File: src/verilog/dtc_pkg.sv
// Shared constants and types for the delay tap calibrator controller
package dtc_pkg;
  localparam int TAP_W = 9;
  localparam logic [8:0] TAP_MAX = 9'h1FF;
  localparam int TAPS_PER_LINE = 512;
  localparam int LINE_MIN_PS = 1250;
  localparam int ALIGN_MIN_TAPS = 45;
  localparam int ALIGN_MAX_TAPS = 65;
  // Fraction bits of the single-tap delay (ps scaled by 256)
  localparam int TAP_FRAC = 8;
  localparam int CLK_PERIOD_NS = 10;
  // Gap after each load strobe, clock cycles
  localparam logic [3:0] LOAD_GAP_CYC = 4'h5;
  // Settle time around drift-compensation changes, in ns and cycles
  localparam int SETTLE_NS = 100;
  localparam logic [3:0] SETTLE_CYC = 4'((SETTLE_NS + CLK_PERIOD_NS - 1) / CLK_PERIOD_NS);

  // Register offsets (byte addresses)
  localparam logic [7:0] REG_CMD = 8'h00;
  localparam logic [7:0] REG_CFG = 8'h04;
  localparam logic [7:0] REG_SET_PS = 8'h08;
  localparam logic [7:0] REG_WANT = 8'h0C;
  localparam logic [7:0] REG_STATUS = 8'h10;
  localparam logic [7:0] REG_ALIGN = 8'h14;
  localparam logic [7:0] REG_TAP_PS = 8'h18;
  localparam logic [7:0] REG_RDBK = 8'h1C;
  localparam logic [7:0] REG_RESULT = 8'h20;

  // Field positions
  localparam int CMD_LOAD = 0;
  localparam int CMD_CAL = 1;
  localparam int CFG_COUNT = 0;
  localparam int CFG_ALT = 1;
  localparam int CFG_DIFF = 2;
  localparam int CFG_SLICE = 3;
  localparam int CFG_TX = 4;
  localparam int ST_BUSY = 0;
  localparam int ST_CALOK = 1;
  localparam int ST_REFUSED = 2;
  localparam int ST_CLAMPED = 3;
  localparam int ST_CALERR = 4;
  localparam int RDBK_HI = 16;

  localparam logic [15:0] SET_PS_RESET = 16'h02BC;

  typedef enum logic [8:0] {
    DTC_IDLE = 9'h001,
    DTC_PRE = 9'h002,
    DTC_READ = 9'h004,
    DTC_CALC = 9'h008,
    DTC_PRESENT = 9'h010,
    DTC_STROBE = 9'h020,
    DTC_GAP = 9'h040,
    DTC_POST = 9'h080,
    DTC_CAL = 9'h100
  } dtc_state_t;
endpackage

File: src/verilog/dtc_delay_tap_calibrator.sv
// Host controller that calibrates and parallel-loads two delay lines
module dtc_delay_tap_calibrator (
  input wire logic clk,
  input wire logic reset_n,
  input wire logic [7:0] regAddr,
  input wire logic [31:0] regWrData,
  input wire logic regWr,
  input wire logic regRd,
  output logic [31:0] regRdData,
  input wire logic [8:0] tapReadback0,
  input wire logic [8:0] tapReadback1,
  output logic [8:0] tapLoadValue0,
  output logic [8:0] tapLoadValue1,
  output logic tapLoad0,
  output logic tapLoad1,
  output logic driftCompensationEnable0,
  output logic driftCompensationEnable1,
  input wire logic [7:0] slice1Data,
  output logic [7:0] slice1DataUser
);

  typedef struct packed {
    dtc_pkg::dtc_state_t state;
    logic [3:0] cnt;
    logic drift;
    logic load0;
    logic load1;
    logic [8:0] tap0;
    logic [8:0] tap1;
    logic countFmt;
    logic calAlt;
    logic diffPair;
    logic tgtSlice;
    logic tgtTx;
    logic [15:0] setPs;
    logic [15:0] want;
    logic [8:0] align;
    logic [23:0] tapPs;
    logic calOk;
    logic [8:0] held0;
    logic [8:0] held1;
    logic [8:0] result;
    logic stRefused;
    logic stClamped;
    logic stCalErr;
    logic [31:0] rdData;
    logic [7:0] s1Data;
  } dtc_regs_t;

  dtc_regs_t cur_ff;
  dtc_regs_t nxt_cur;

  // Division guarded against zero divisor: saturates instead
  function automatic logic [31:0] divSat(input logic [31:0] num, input logic [31:0] den);
    logic [31:0] q;
    q = 32'hFFFFFFFF;
    if (den != 32'h0) begin
      q = num / den;
    end
    return q;
  endfunction

  // Saturate a wide count to the line depth
  function automatic logic [8:0] clampTap(input logic [31:0] v);
    logic [8:0] t;
    t = v[8:0];
    if (v > 32'(dtc_pkg::TAP_MAX)) begin
      t = dtc_pkg::TAP_MAX;
    end
    return t;
  endfunction

  logic [31:0] quot;
  logic [31:0] rawTaps;
  logic [31:0] calSpan;
  logic [8:0] calOffset;
  logic calNeg;
  logic [31:0] calQuot;

  always_comb begin
    quot = divSat({8'h00, cur_ff.want, 8'h00}, {8'h00, cur_ff.tapPs});
    // count format takes the word as taps
    if (cur_ff.countFmt) begin
      rawTaps = {16'h0000, cur_ff.want};
    end else if (cur_ff.tgtTx) begin
      rawTaps = quot;
    end else begin
      rawTaps = quot + {23'h0, cur_ff.align};
    end
    if (cur_ff.calAlt) begin
      // output count alone is the set delay
      calSpan = {23'h0, tapReadback1};
      calOffset = 9'(tapReadback0 - tapReadback1);
      calNeg = tapReadback0 < tapReadback1;
    end else begin
      // even is offset, odd minus even is span
      calSpan = {23'h0, 9'(tapReadback1 - tapReadback0)};
      calOffset = tapReadback0;
      calNeg = tapReadback1 < tapReadback0;
    end
    // set delay over span, ps scaled by 256
    calQuot = divSat({8'h00, cur_ff.setPs, 8'h00}, calSpan);
  end

  always_comb begin
    nxt_cur = cur_ff;
    nxt_cur.load0 = 1'b0;
    nxt_cur.load1 = 1'b0;
    // negative side of a dual-output pair
    nxt_cur.s1Data = cur_ff.diffPair ? ~slice1Data : slice1Data;

    if (regWr) begin
      case (regAddr)
        dtc_pkg::REG_CFG: begin
          if (cur_ff.state == dtc_pkg::DTC_IDLE) begin
            nxt_cur.countFmt = regWrData[dtc_pkg::CFG_COUNT];
            nxt_cur.calAlt = regWrData[dtc_pkg::CFG_ALT];
            // dual-output pair inverts the odd slice data
            nxt_cur.diffPair = regWrData[dtc_pkg::CFG_DIFF];
            nxt_cur.tgtSlice = regWrData[dtc_pkg::CFG_SLICE];
            nxt_cur.tgtTx = regWrData[dtc_pkg::CFG_TX];
          end
        end
        dtc_pkg::REG_SET_PS: nxt_cur.setPs = regWrData[15:0];
        dtc_pkg::REG_WANT: nxt_cur.want = regWrData[15:0];
        dtc_pkg::REG_STATUS: begin
          if (regWrData[dtc_pkg::ST_REFUSED]) begin
            nxt_cur.stRefused = 1'b0;
          end
          if (regWrData[dtc_pkg::ST_CLAMPED]) begin
            nxt_cur.stClamped = 1'b0;
          end
          if (regWrData[dtc_pkg::ST_CALERR]) begin
            nxt_cur.stCalErr = 1'b0;
          end
        end
        default: begin
        end
      endcase
    end

    // compensation on while idle in time format
    case (cur_ff.state)
      dtc_pkg::DTC_IDLE: begin
        nxt_cur.drift = ~cur_ff.countFmt;
        nxt_cur.cnt = 4'h0;
        if (regWr && regAddr == dtc_pkg::REG_CMD) begin
          if (regWrData[dtc_pkg::CMD_CAL]) begin
            nxt_cur.state = dtc_pkg::DTC_CAL;
          end else if (regWrData[dtc_pkg::CMD_LOAD]) begin
            nxt_cur.drift = 1'b0;
            nxt_cur.state = cur_ff.countFmt ? dtc_pkg::DTC_READ : dtc_pkg::DTC_PRE;
          end
        end
      end
      dtc_pkg::DTC_PRE: begin
        // Line must be quiet before its count is trusted
        nxt_cur.cnt = 4'(cur_ff.cnt + 4'h1);
        if (cur_ff.cnt == 4'(dtc_pkg::SETTLE_CYC - 4'h1)) begin
          nxt_cur.state = dtc_pkg::DTC_READ;
        end
      end
      dtc_pkg::DTC_READ: begin
        nxt_cur.held0 = tapReadback0;
        nxt_cur.held1 = tapReadback1;
        nxt_cur.state = dtc_pkg::DTC_CALC;
      end
      dtc_pkg::DTC_CALC: begin
        nxt_cur.result = clampTap(rawTaps);
        if (rawTaps > 32'(dtc_pkg::TAP_MAX)) begin
          nxt_cur.stClamped = 1'b1;
        end
        // refuse zero, below offset or uncalibrated on time-format input lines
        if (!cur_ff.countFmt && !cur_ff.tgtTx &&
            (rawTaps == 32'h0 || rawTaps < {23'h0, cur_ff.align} || !cur_ff.calOk)) begin
          nxt_cur.stRefused = 1'b1;
          nxt_cur.cnt = 4'h0;
          nxt_cur.state = dtc_pkg::DTC_POST;
        end else begin
          nxt_cur.state = dtc_pkg::DTC_PRESENT;
        end
      end
      dtc_pkg::DTC_PRESENT: begin
        // value on the bus ahead of the strobe
        if (cur_ff.tgtSlice) begin
          nxt_cur.tap1 = cur_ff.result;
        end else begin
          nxt_cur.tap0 = cur_ff.result;
        end
        nxt_cur.state = dtc_pkg::DTC_STROBE;
      end
      dtc_pkg::DTC_STROBE: begin
        nxt_cur.load0 = ~cur_ff.tgtSlice;
        nxt_cur.load1 = cur_ff.tgtSlice;
        nxt_cur.cnt = 4'h0;
        nxt_cur.state = dtc_pkg::DTC_GAP;
      end
      dtc_pkg::DTC_GAP: begin
        // five idle cycles before any next value
        nxt_cur.cnt = 4'(cur_ff.cnt + 4'h1);
        if (cur_ff.cnt == 4'(dtc_pkg::LOAD_GAP_CYC - 4'h1)) begin
          nxt_cur.cnt = 4'h0;
          nxt_cur.state = cur_ff.countFmt ? dtc_pkg::DTC_IDLE : dtc_pkg::DTC_POST;
        end
      end
      dtc_pkg::DTC_POST: begin
        nxt_cur.cnt = 4'(cur_ff.cnt + 4'h1);
        if (cur_ff.cnt == 4'(dtc_pkg::SETTLE_CYC - 4'h1)) begin
          nxt_cur.state = dtc_pkg::DTC_IDLE;
        end
      end
      dtc_pkg::DTC_CAL: begin
        // even slice at zero (at setPs with calAlt), odd at setPs
        // single tap is set delay over span
        nxt_cur.tapPs = calQuot[23:0];
        nxt_cur.align = calOffset;
        nxt_cur.held0 = tapReadback0;
        nxt_cur.held1 = tapReadback1;
        // offset must sit in the reserved window
        if (calSpan == 32'h0 || calNeg ||
            calOffset < 9'(dtc_pkg::ALIGN_MIN_TAPS) || calOffset > 9'(dtc_pkg::ALIGN_MAX_TAPS)) begin
          nxt_cur.calOk = 1'b0;
          nxt_cur.stCalErr = 1'b1;
        end else begin
          nxt_cur.calOk = 1'b1;
        end
        nxt_cur.state = dtc_pkg::DTC_IDLE;
      end
      default: nxt_cur.state = dtc_pkg::DTC_IDLE;
    endcase

    nxt_cur.rdData = 32'h0;
    if (regRd) begin
      case (regAddr)
        dtc_pkg::REG_CFG: begin
          nxt_cur.rdData[dtc_pkg::CFG_COUNT] = cur_ff.countFmt;
          nxt_cur.rdData[dtc_pkg::CFG_ALT] = cur_ff.calAlt;
          nxt_cur.rdData[dtc_pkg::CFG_DIFF] = cur_ff.diffPair;
          nxt_cur.rdData[dtc_pkg::CFG_SLICE] = cur_ff.tgtSlice;
          nxt_cur.rdData[dtc_pkg::CFG_TX] = cur_ff.tgtTx;
        end
        dtc_pkg::REG_SET_PS: nxt_cur.rdData[15:0] = cur_ff.setPs;
        dtc_pkg::REG_WANT: nxt_cur.rdData[15:0] = cur_ff.want;
        dtc_pkg::REG_STATUS: begin
          nxt_cur.rdData[dtc_pkg::ST_BUSY] = cur_ff.state != dtc_pkg::DTC_IDLE;
          nxt_cur.rdData[dtc_pkg::ST_CALOK] = cur_ff.calOk;
          nxt_cur.rdData[dtc_pkg::ST_REFUSED] = cur_ff.stRefused;
          nxt_cur.rdData[dtc_pkg::ST_CLAMPED] = cur_ff.stClamped;
          nxt_cur.rdData[dtc_pkg::ST_CALERR] = cur_ff.stCalErr;
        end
        dtc_pkg::REG_ALIGN: nxt_cur.rdData[8:0] = cur_ff.align;
        dtc_pkg::REG_TAP_PS: nxt_cur.rdData[23:0] = cur_ff.tapPs;
        dtc_pkg::REG_RDBK: begin
          nxt_cur.rdData[8:0] = cur_ff.held0;
          nxt_cur.rdData[dtc_pkg::RDBK_HI +: 9] = cur_ff.held1;
        end
        dtc_pkg::REG_RESULT: nxt_cur.rdData[8:0] = cur_ff.result;
        default: nxt_cur.rdData = 32'h0;
      endcase
    end
  end

  always_ff @(posedge clk or negedge reset_n) begin
    if (!reset_n) begin
      cur_ff <= '0;
      cur_ff.state <= dtc_pkg::DTC_IDLE;
      cur_ff.setPs <= dtc_pkg::SET_PS_RESET;
    end else begin
      cur_ff <= nxt_cur;
    end
  end

  assign regRdData = cur_ff.rdData;
  assign tapLoadValue0 = cur_ff.tap0;
  assign tapLoadValue1 = cur_ff.tap1;
  assign tapLoad0 = cur_ff.load0;
  assign tapLoad1 = cur_ff.load1;
  assign driftCompensationEnable0 = cur_ff.drift;
  assign driftCompensationEnable1 = cur_ff.drift;
  assign slice1DataUser = cur_ff.s1Data;

endmodule

File: config.mk
export PLATFORM = sky130hd
export DESIGN_NAME = dtc_delay_tap_calibrator
export DESIGN_NICKNAME = d
export VERILOG_FILES = /design/src/verilog/dtc_pkg.sv /design/src/verilog/dtc_delay_tap_calibrator.sv
export SDC_FILE = /design/constraint.sdc
export NUM_CORES = 2
export LEC_CHECK = 0
export ABC_AREA = 1
export BUFFER_PORTS_ARGS = -buffer_cell sky130_fd_sc_hd__buf_2
export CAP_MARGIN = 20
export CELL_PAD_IN_SITES_DETAIL_PLACEMENT = 1
export CELL_PAD_IN_SITES_GLOBAL_PLACEMENT = 1
export CORE_UTILIZATION = 35
export DETAILED_ROUTE_END_ITERATION = 8
export GPL_ROUTABILITY_DRIVEN = 0
export PLACE_DENSITY = 0.74
export SYNTH_ARGS = -nofsm -noshare
export SYNTH_HDL_FRONTEND = slang
export SYNTH_SLANG_ARGS = --single-unit
export TNS_END_PERCENT = 30
File: constraint.sdc
create_clock -name clk -period 106.1 [get_ports clk]
set_clock_uncertainty 0.2 [all_clocks]
set_input_delay 5.305 -clock clk [delete_from_list [all_inputs] [get_ports clk]]
set_output_delay 5.305 -clock clk [all_outputs]
set_load 0.05 [all_outputs]
After elaboration in Yosys (flattened, before gate mapping)
Index checks and enable logic that the tools add are counted.
{"block": "word_totals", "register_bits": 175, "output_inout_bits": 62, "word_cells": 135}
{"block": "op_classes", "order_cmp": 6, "bitwise": 3, "eq_ne": 26, "reduce_logical": 27, "add_sub_neg": 4, "mux": 42, "div_mod_pow": 2}
{"op": "32-bit two-way mux", "count": 3}
{"op": "9-bit two-way mux", "count": 8}
{"op": "9-bit one-hot mux with 8 select lines", "count": 1}
{"op": "32-bit logical NOT", "count": 2}
{"op": "5-bit one-hot mux with 8 select lines", "count": 1}
{"op": "32-bit by 9-bit adder with 32-bit output", "count": 1}
{"op": "24-bit by 24-bit divider with 32-bit output", "count": 1}
{"op": "24-bit by 32-bit divider with 32-bit output", "count": 1}
{"op": "8-bit by 5-bit == test with 1-bit output (second input constant)", "count": 4}
{"op": "32-bit by 9-bit > comparator with 1-bit output (second input constant)", "count": 1}
{"op": "32-bit by 9-bit < comparator with 1-bit output", "count": 1}
{"op": "32-bit nonzero test", "count": 1}
{"op": "25-bit two-way mux", "count": 1}
{"op": "24-bit two-way mux", "count": 1}
{"op": "8-bit two-way mux", "count": 3}
{"op": "4-bit one-hot mux with 6 select lines", "count": 1}
{"op": "24-bit nonzero test", "count": 1}
{"op": "7-bit one-hot mux with 3 select lines", "count": 1}
{"op": "9-bit < comparator", "count": 2}
{"op": "9-bit subtractor", "count": 2}
{"op": "8-bit by 4-bit == test with 1-bit output (second input constant)", "count": 2}
{"op": "4-bit one-hot mux with 4 select lines", "count": 1}
{"op": "8-bit one-hot mux with 2 select lines", "count": 1}
{"op": "1-bit two-way mux", "count": 13}
{"op": "other kinds (35)", "count": 56}

Depth between registers and ports, before layout
{"block": "logic_depth", "ltp_word": 11, "ltp_mapped": 661, "mapped_depth_nobuf": 625}

Least setup slack after synthesis
Ideal clock, no wire load.
{"block": "synth_timing", "kind": "register -> register", "start": "reg cur_ff[91] (netlist name)", "end": "reg cur_ff[164] (netlist name)", "n_path_buf": 43, "path_slack_ps": 20234, "required_ps": 105812, "t_arrival_ps": 85578, "setup_ps": 88, "path_stages_with_launch": 640, "path_cell_list": "dfrtp_1 inv_1 nand2_1 nor2_1 inv_1 nor2_1 inv_1 nor2_1 nand2_1 nor2_1 inv_1 nor2_1 inv_1 nor3_1 nand2_1 inv_1 o211ai_1 nor2_1 (+604 left out) nor4_1 nand3_1 nor2_1 nand3_1 nor2_1 inv_1 nor3_1 nand3_1 xnor2_1 a2111o_1 o41ai_1 nand4_1 nand3_1 nand2_1 nand2_1 nand2_1 o21ai_0 nor3b_1"}
{"block": "synth_between", "elab_chain_len": 11, "elab_cells_between_ends": 13, "classes_between": "add/sub: 1; div: 1; order compare: 1; eq/ne: 1; mux: 3; reduce/logical: 6"}
{"element": "start: declaration", "line_no": "dtc_delay_tap_calibrator.sv:50", "source": "dtc_regs_t cur_ff;"}
{"element": "start signal: assignment", "line_no": "dtc_delay_tap_calibrator.sv:269", "source": "cur_ff <= nxt_cur;"}
{"element": "24-bit by 24-bit divider with 32-bit output or 24-bit nonzero test (tied branches)", "line_no": "dtc_delay_tap_calibrator.sv:58, dtc_delay_tap_calibrator.sv:57"}
{"element": "32-bit two-way mux (*)", "line_no": "dtc_delay_tap_calibrator.sv:57", "source": "if (den != 32'h0) begin"}
{"element": "32-bit by 9-bit adder with 32-bit output", "line_no": "dtc_delay_tap_calibrator.sv:88", "source": "rawTaps = quot + {23'h0, cur_ff.align};"}
{"element": "32-bit two-way mux (*)", "line_no": "dtc_delay_tap_calibrator.sv:85", "source": "end else if (cur_ff.tgtTx) begin"}
{"element": "32-bit two-way mux (*)", "line_no": "dtc_delay_tap_calibrator.sv:83", "source": "if (cur_ff.countFmt) begin"}
{"element": "32-bit by 9-bit < comparator with 1-bit output or 32-bit logical NOT (tied branches)", "line_no": "dtc_delay_tap_calibrator.sv:175", "source": "(rawTaps == 32'h0 || rawTaps < {23'h0, cur_ff.align} || !cur_ff.calOk)) begin"}
{"element": "1-bit logical OR (*) (2 in series)", "line_no": "dtc_delay_tap_calibrator.sv:175"}
{"element": "1-bit logical AND (*)", "line_no": "dtc_delay_tap_calibrator.sv:174", "source": "if (!cur_ff.countFmt && !cur_ff.tgtTx &&"}
{"element": "2-bit != test (no source line) (*)"}
{"element": "2-bit AND reduction (no source line) (*)"}
Every way passes the cells marked *; elsewhere a longest branch is shown, timed or not.
A chain may end at the register's enable or synchronous reset.

Final worst setup path
{"block": "layout_timing", "start": "reg cur_ff[94] (netlist name)", "end": "reg cur_ff[164] (netlist name)"}
Same word-level chain as after synthesis.

==> impl_metrics.ini <==
[outcome]
status = completed

[timing]
fmax_mhz = 10.34
finalSetupViolations = 0
slew_violations = 0
relSlewSlack = 0.1699
hold_viol_final = 0
fin_crit_sh = 0.9119
tns_ns = 0
worstMarginPinSlew_ns = 1.236
finalCriticalPeriod_ns = 96.75

[synth]
syn_inst = 9698
syn_area_um2 = 58760
async_flop_share = 1.000
yosys_warnings = 0
avgSynthCellArea_um2 = 6.059
synth_seq_cells = 168
synthDistinctLibCells = 88
synth_edf_count = 0
ys_seq_area_frac = 0.07169
synthFlopType = dfrtp_1

[cts]
ctsHtreeMaxLevel = 4
cts_made_buffers = 17
cts_tree = done
clkSinkCount = 168
clk_pin_slew_ns = 0.08
clk_latency_ns = 0.49
root_buffer = clkbuf_16
max-clock-path-buffers = 2

[layout]
nets = 10580
area_growth_pct = 6.460
final_cell_mix = nand2_1, inv_1, nor2_1
final_common_cell = nand2_1
fin_util = 0.3749
drive_gt1_frac = 0.1036
fillers = 22490

[route]
remaining_drc_errors = 0
num_vias = 64920
drtPass1Iterations = 5
wire_per_inst_um = 18.25
wl_mm = 218.2
ant_nets = 0
drtIter0Drc = 3641
vias_per_cell = 5.428

[global_routing]
grt_max_degree = 98
antenna_found_initial = 27
grt_pass1_wl_mm = 346.2
grt_usage = 0.2495
first_global_vias = 66070
overflow = 0

[hold_path]
worstHoldStart = tapLoadValue1[1]
min_path_type = reg2reg

[die]
die_area_um2 = 169500
ios = 132
core_um2 = 166800
die_y_um = 411.7
start_util = 0.3522
die_w_um = 411.7
rows = 150

[worst_setup_path]
path_max_fanout = 42
worstSetupStartpoint = cur_ff[94]
rr_startpoint = cur_ff[94]
worst_ep_required_time_ns = 106.30
critPathBufInv = 131
slowest_delay_ns = 0.44
end_kind = flop
crit_slowest_cell = o21ai_0
cp-start-kind = flop
crit_type = reg2reg
crit_top_cell = nand2_1
critPathTopFamily = compound AO/OA/AOI/OAI gates
critPathArrivalTime_ns = 96.96

[placed_design]
hpwl_mm = 181.0
numPortBuffers = 108

[run]
maxCapViolCount = 0
[cells by family (layout without fill, tap and decap cells)]
family,after synthesis,after routing,share of synthesized area
muxes,4,4,0.0007240
xor gates and xnor gates,656,656,0.09778
and+or+nand+nor,4514,4514,0.3650
other,1,32,0.00006382
adders and majority gates,771,771,0.1648
DFF,168,168,0.07169
AOI/OAI and AO/OA,1924,1925,0.1825
buffers and inverters,1660,1688,0.1173
[cell usage after synthesis (all sizes together), types with 3 or more instances]
cell | n | area (um2)
nand2 | 2461 | 10010
inv | 1359 | 5109
nor2 | 896 | 3950
o21ai | 825 | 4238
ha | 766 | 9584
a21oi | 731 | 3689
nand3 | 696 | 4527
xor2 | 399 | 3495
xnor2 | 257 | 2251
nand4 | 172 | 1165
dfrtp | 161 | 4029
clkbuf | 159 | 618.1
buf | 108 | 1027
nor3 | 93 | 498.0
or2 | 89 | 556.8
o21bai | 56 | 420.4
a21o | 54 | 409.2
nand3b | 51 | 382.9
o31ai | 39 | 292.8
nor4 | 37 | 231.5
o22ai | 37 | 231.5
clkinv | 34 | 141.4
o211ai | 29 | 217.7
o21a | 24 | 182.7
a31oi | 23 | 143.9
o221ai | 16 | 140.1
o2111ai | 15 | 131.4
a211oi | 13 | 97.59
a22oi | 9 | 67.56
o32ai | 9 | 78.83
a21boi | 8 | 60.06
a221oi | 8 | 70.07
nor3b | 8 | 60.06
dfstp | 7 | 183.9
and2 | 6 | 38.79
a2111oi | 5 | 43.79
fa | 5 | 100.1
a221o | 4 | 40.04
a41oi | 4 | 35.03
and3 | 4 | 26.28
a31o | 3 | 26.28
[per-layer routing]
metal,vias up,global-route usage,share of wire,wire [um]
li1,32050,-,-,-
met1,31430,0.3203,0.45,98540
met3,311,0.02348,0.047,10260
met4,22,0.06711,0.028,6082
met2,1111,0.4406,0.47,103200
met5,-,0,0.00065,141
[sequential cells by signal, indices dropped and copies added, names as in the netlist]
signal                    count
regRdData                    25
tapLoad1                      1
tapLoad0                      1
driftCompensationEnable0      1
cur_ff                      114
tapLoadValue1                 9
slice1DataUser                8
tapLoadValue0                 9
[worst register-to-register path, delay by kind of cell (launching register included)]
kind / cells / cell delay [ns]
xor gates and xnor gates: 1 / 0.16
muxes: 1 / 0.32
adders and majority gates: 31 / 9.55
and+or+nand+nor: 245 / 29.24
AOI/OAI and AO/OA: 217 / 42.07
DFF: 1 / 0.42
buffers and inverters: 131 / 14.73
[area by class of cell]
cell class / instances / area [um2] / share of cell area
clock buffer: 18 / 429.2 / 0.006860
tap: 2204 / 2758 / 0.04408
inverter: 1393 / 5303 / 0.08477
timing repair buffer: 259 / 1715 / 0.02742
sequential: 168 / 4213 / 0.06734
clock inverter: 14 / 177.7 / 0.002840
antenna: 9 / 22.52 / 0.0003600
multi-input combinational: 7893 / 47920 / 0.7660
timing repair inverter: 4 / 22.52 / 0.0003600
[path summary, 6_finish.rpt]
kind | endpoint | slack, ns | cells past startpoint
max | cur_ff[164] | 9.35 | 626
min | tapLoadValue1[1] | 0.29 | 2
max reg2reg | cur_ff[164] | 9.35 | 626
min reg2reg | tapLoadValue1[1] | 0.29 | 2
max in group asynchronous | cur_ff[71] | 99.51 | 2
min in group asynchronous | slice1DataUser[5] | 4.67 | 1
[per-stage QoR]
step	instances	worst slack, ns	cell area, um2	hold slack, ns
6_report	11960	9.345	62560	0.2896
5_1_grt	11960	-0.4233	62540	0.3144
4_1_cts	11910	1.207	62030	0.2910
3_5_place_dp	11880	1.779	61420	0.2734
3_3_place_gp	11880	6.330	61420	0.2619
2_1_floorplan	9720	20.23	58840	0.2448
[repair_timing]
item / CTS / global route
setup endpoints to repair: 0 / 17
setup buffers: 0 / 36
hold buffers: 0 / 0
resized for setup: 0 / 81
Power is not shown: default switching activity piles up to over one toggle a cycle in this logic, so the estimate is an artifact.
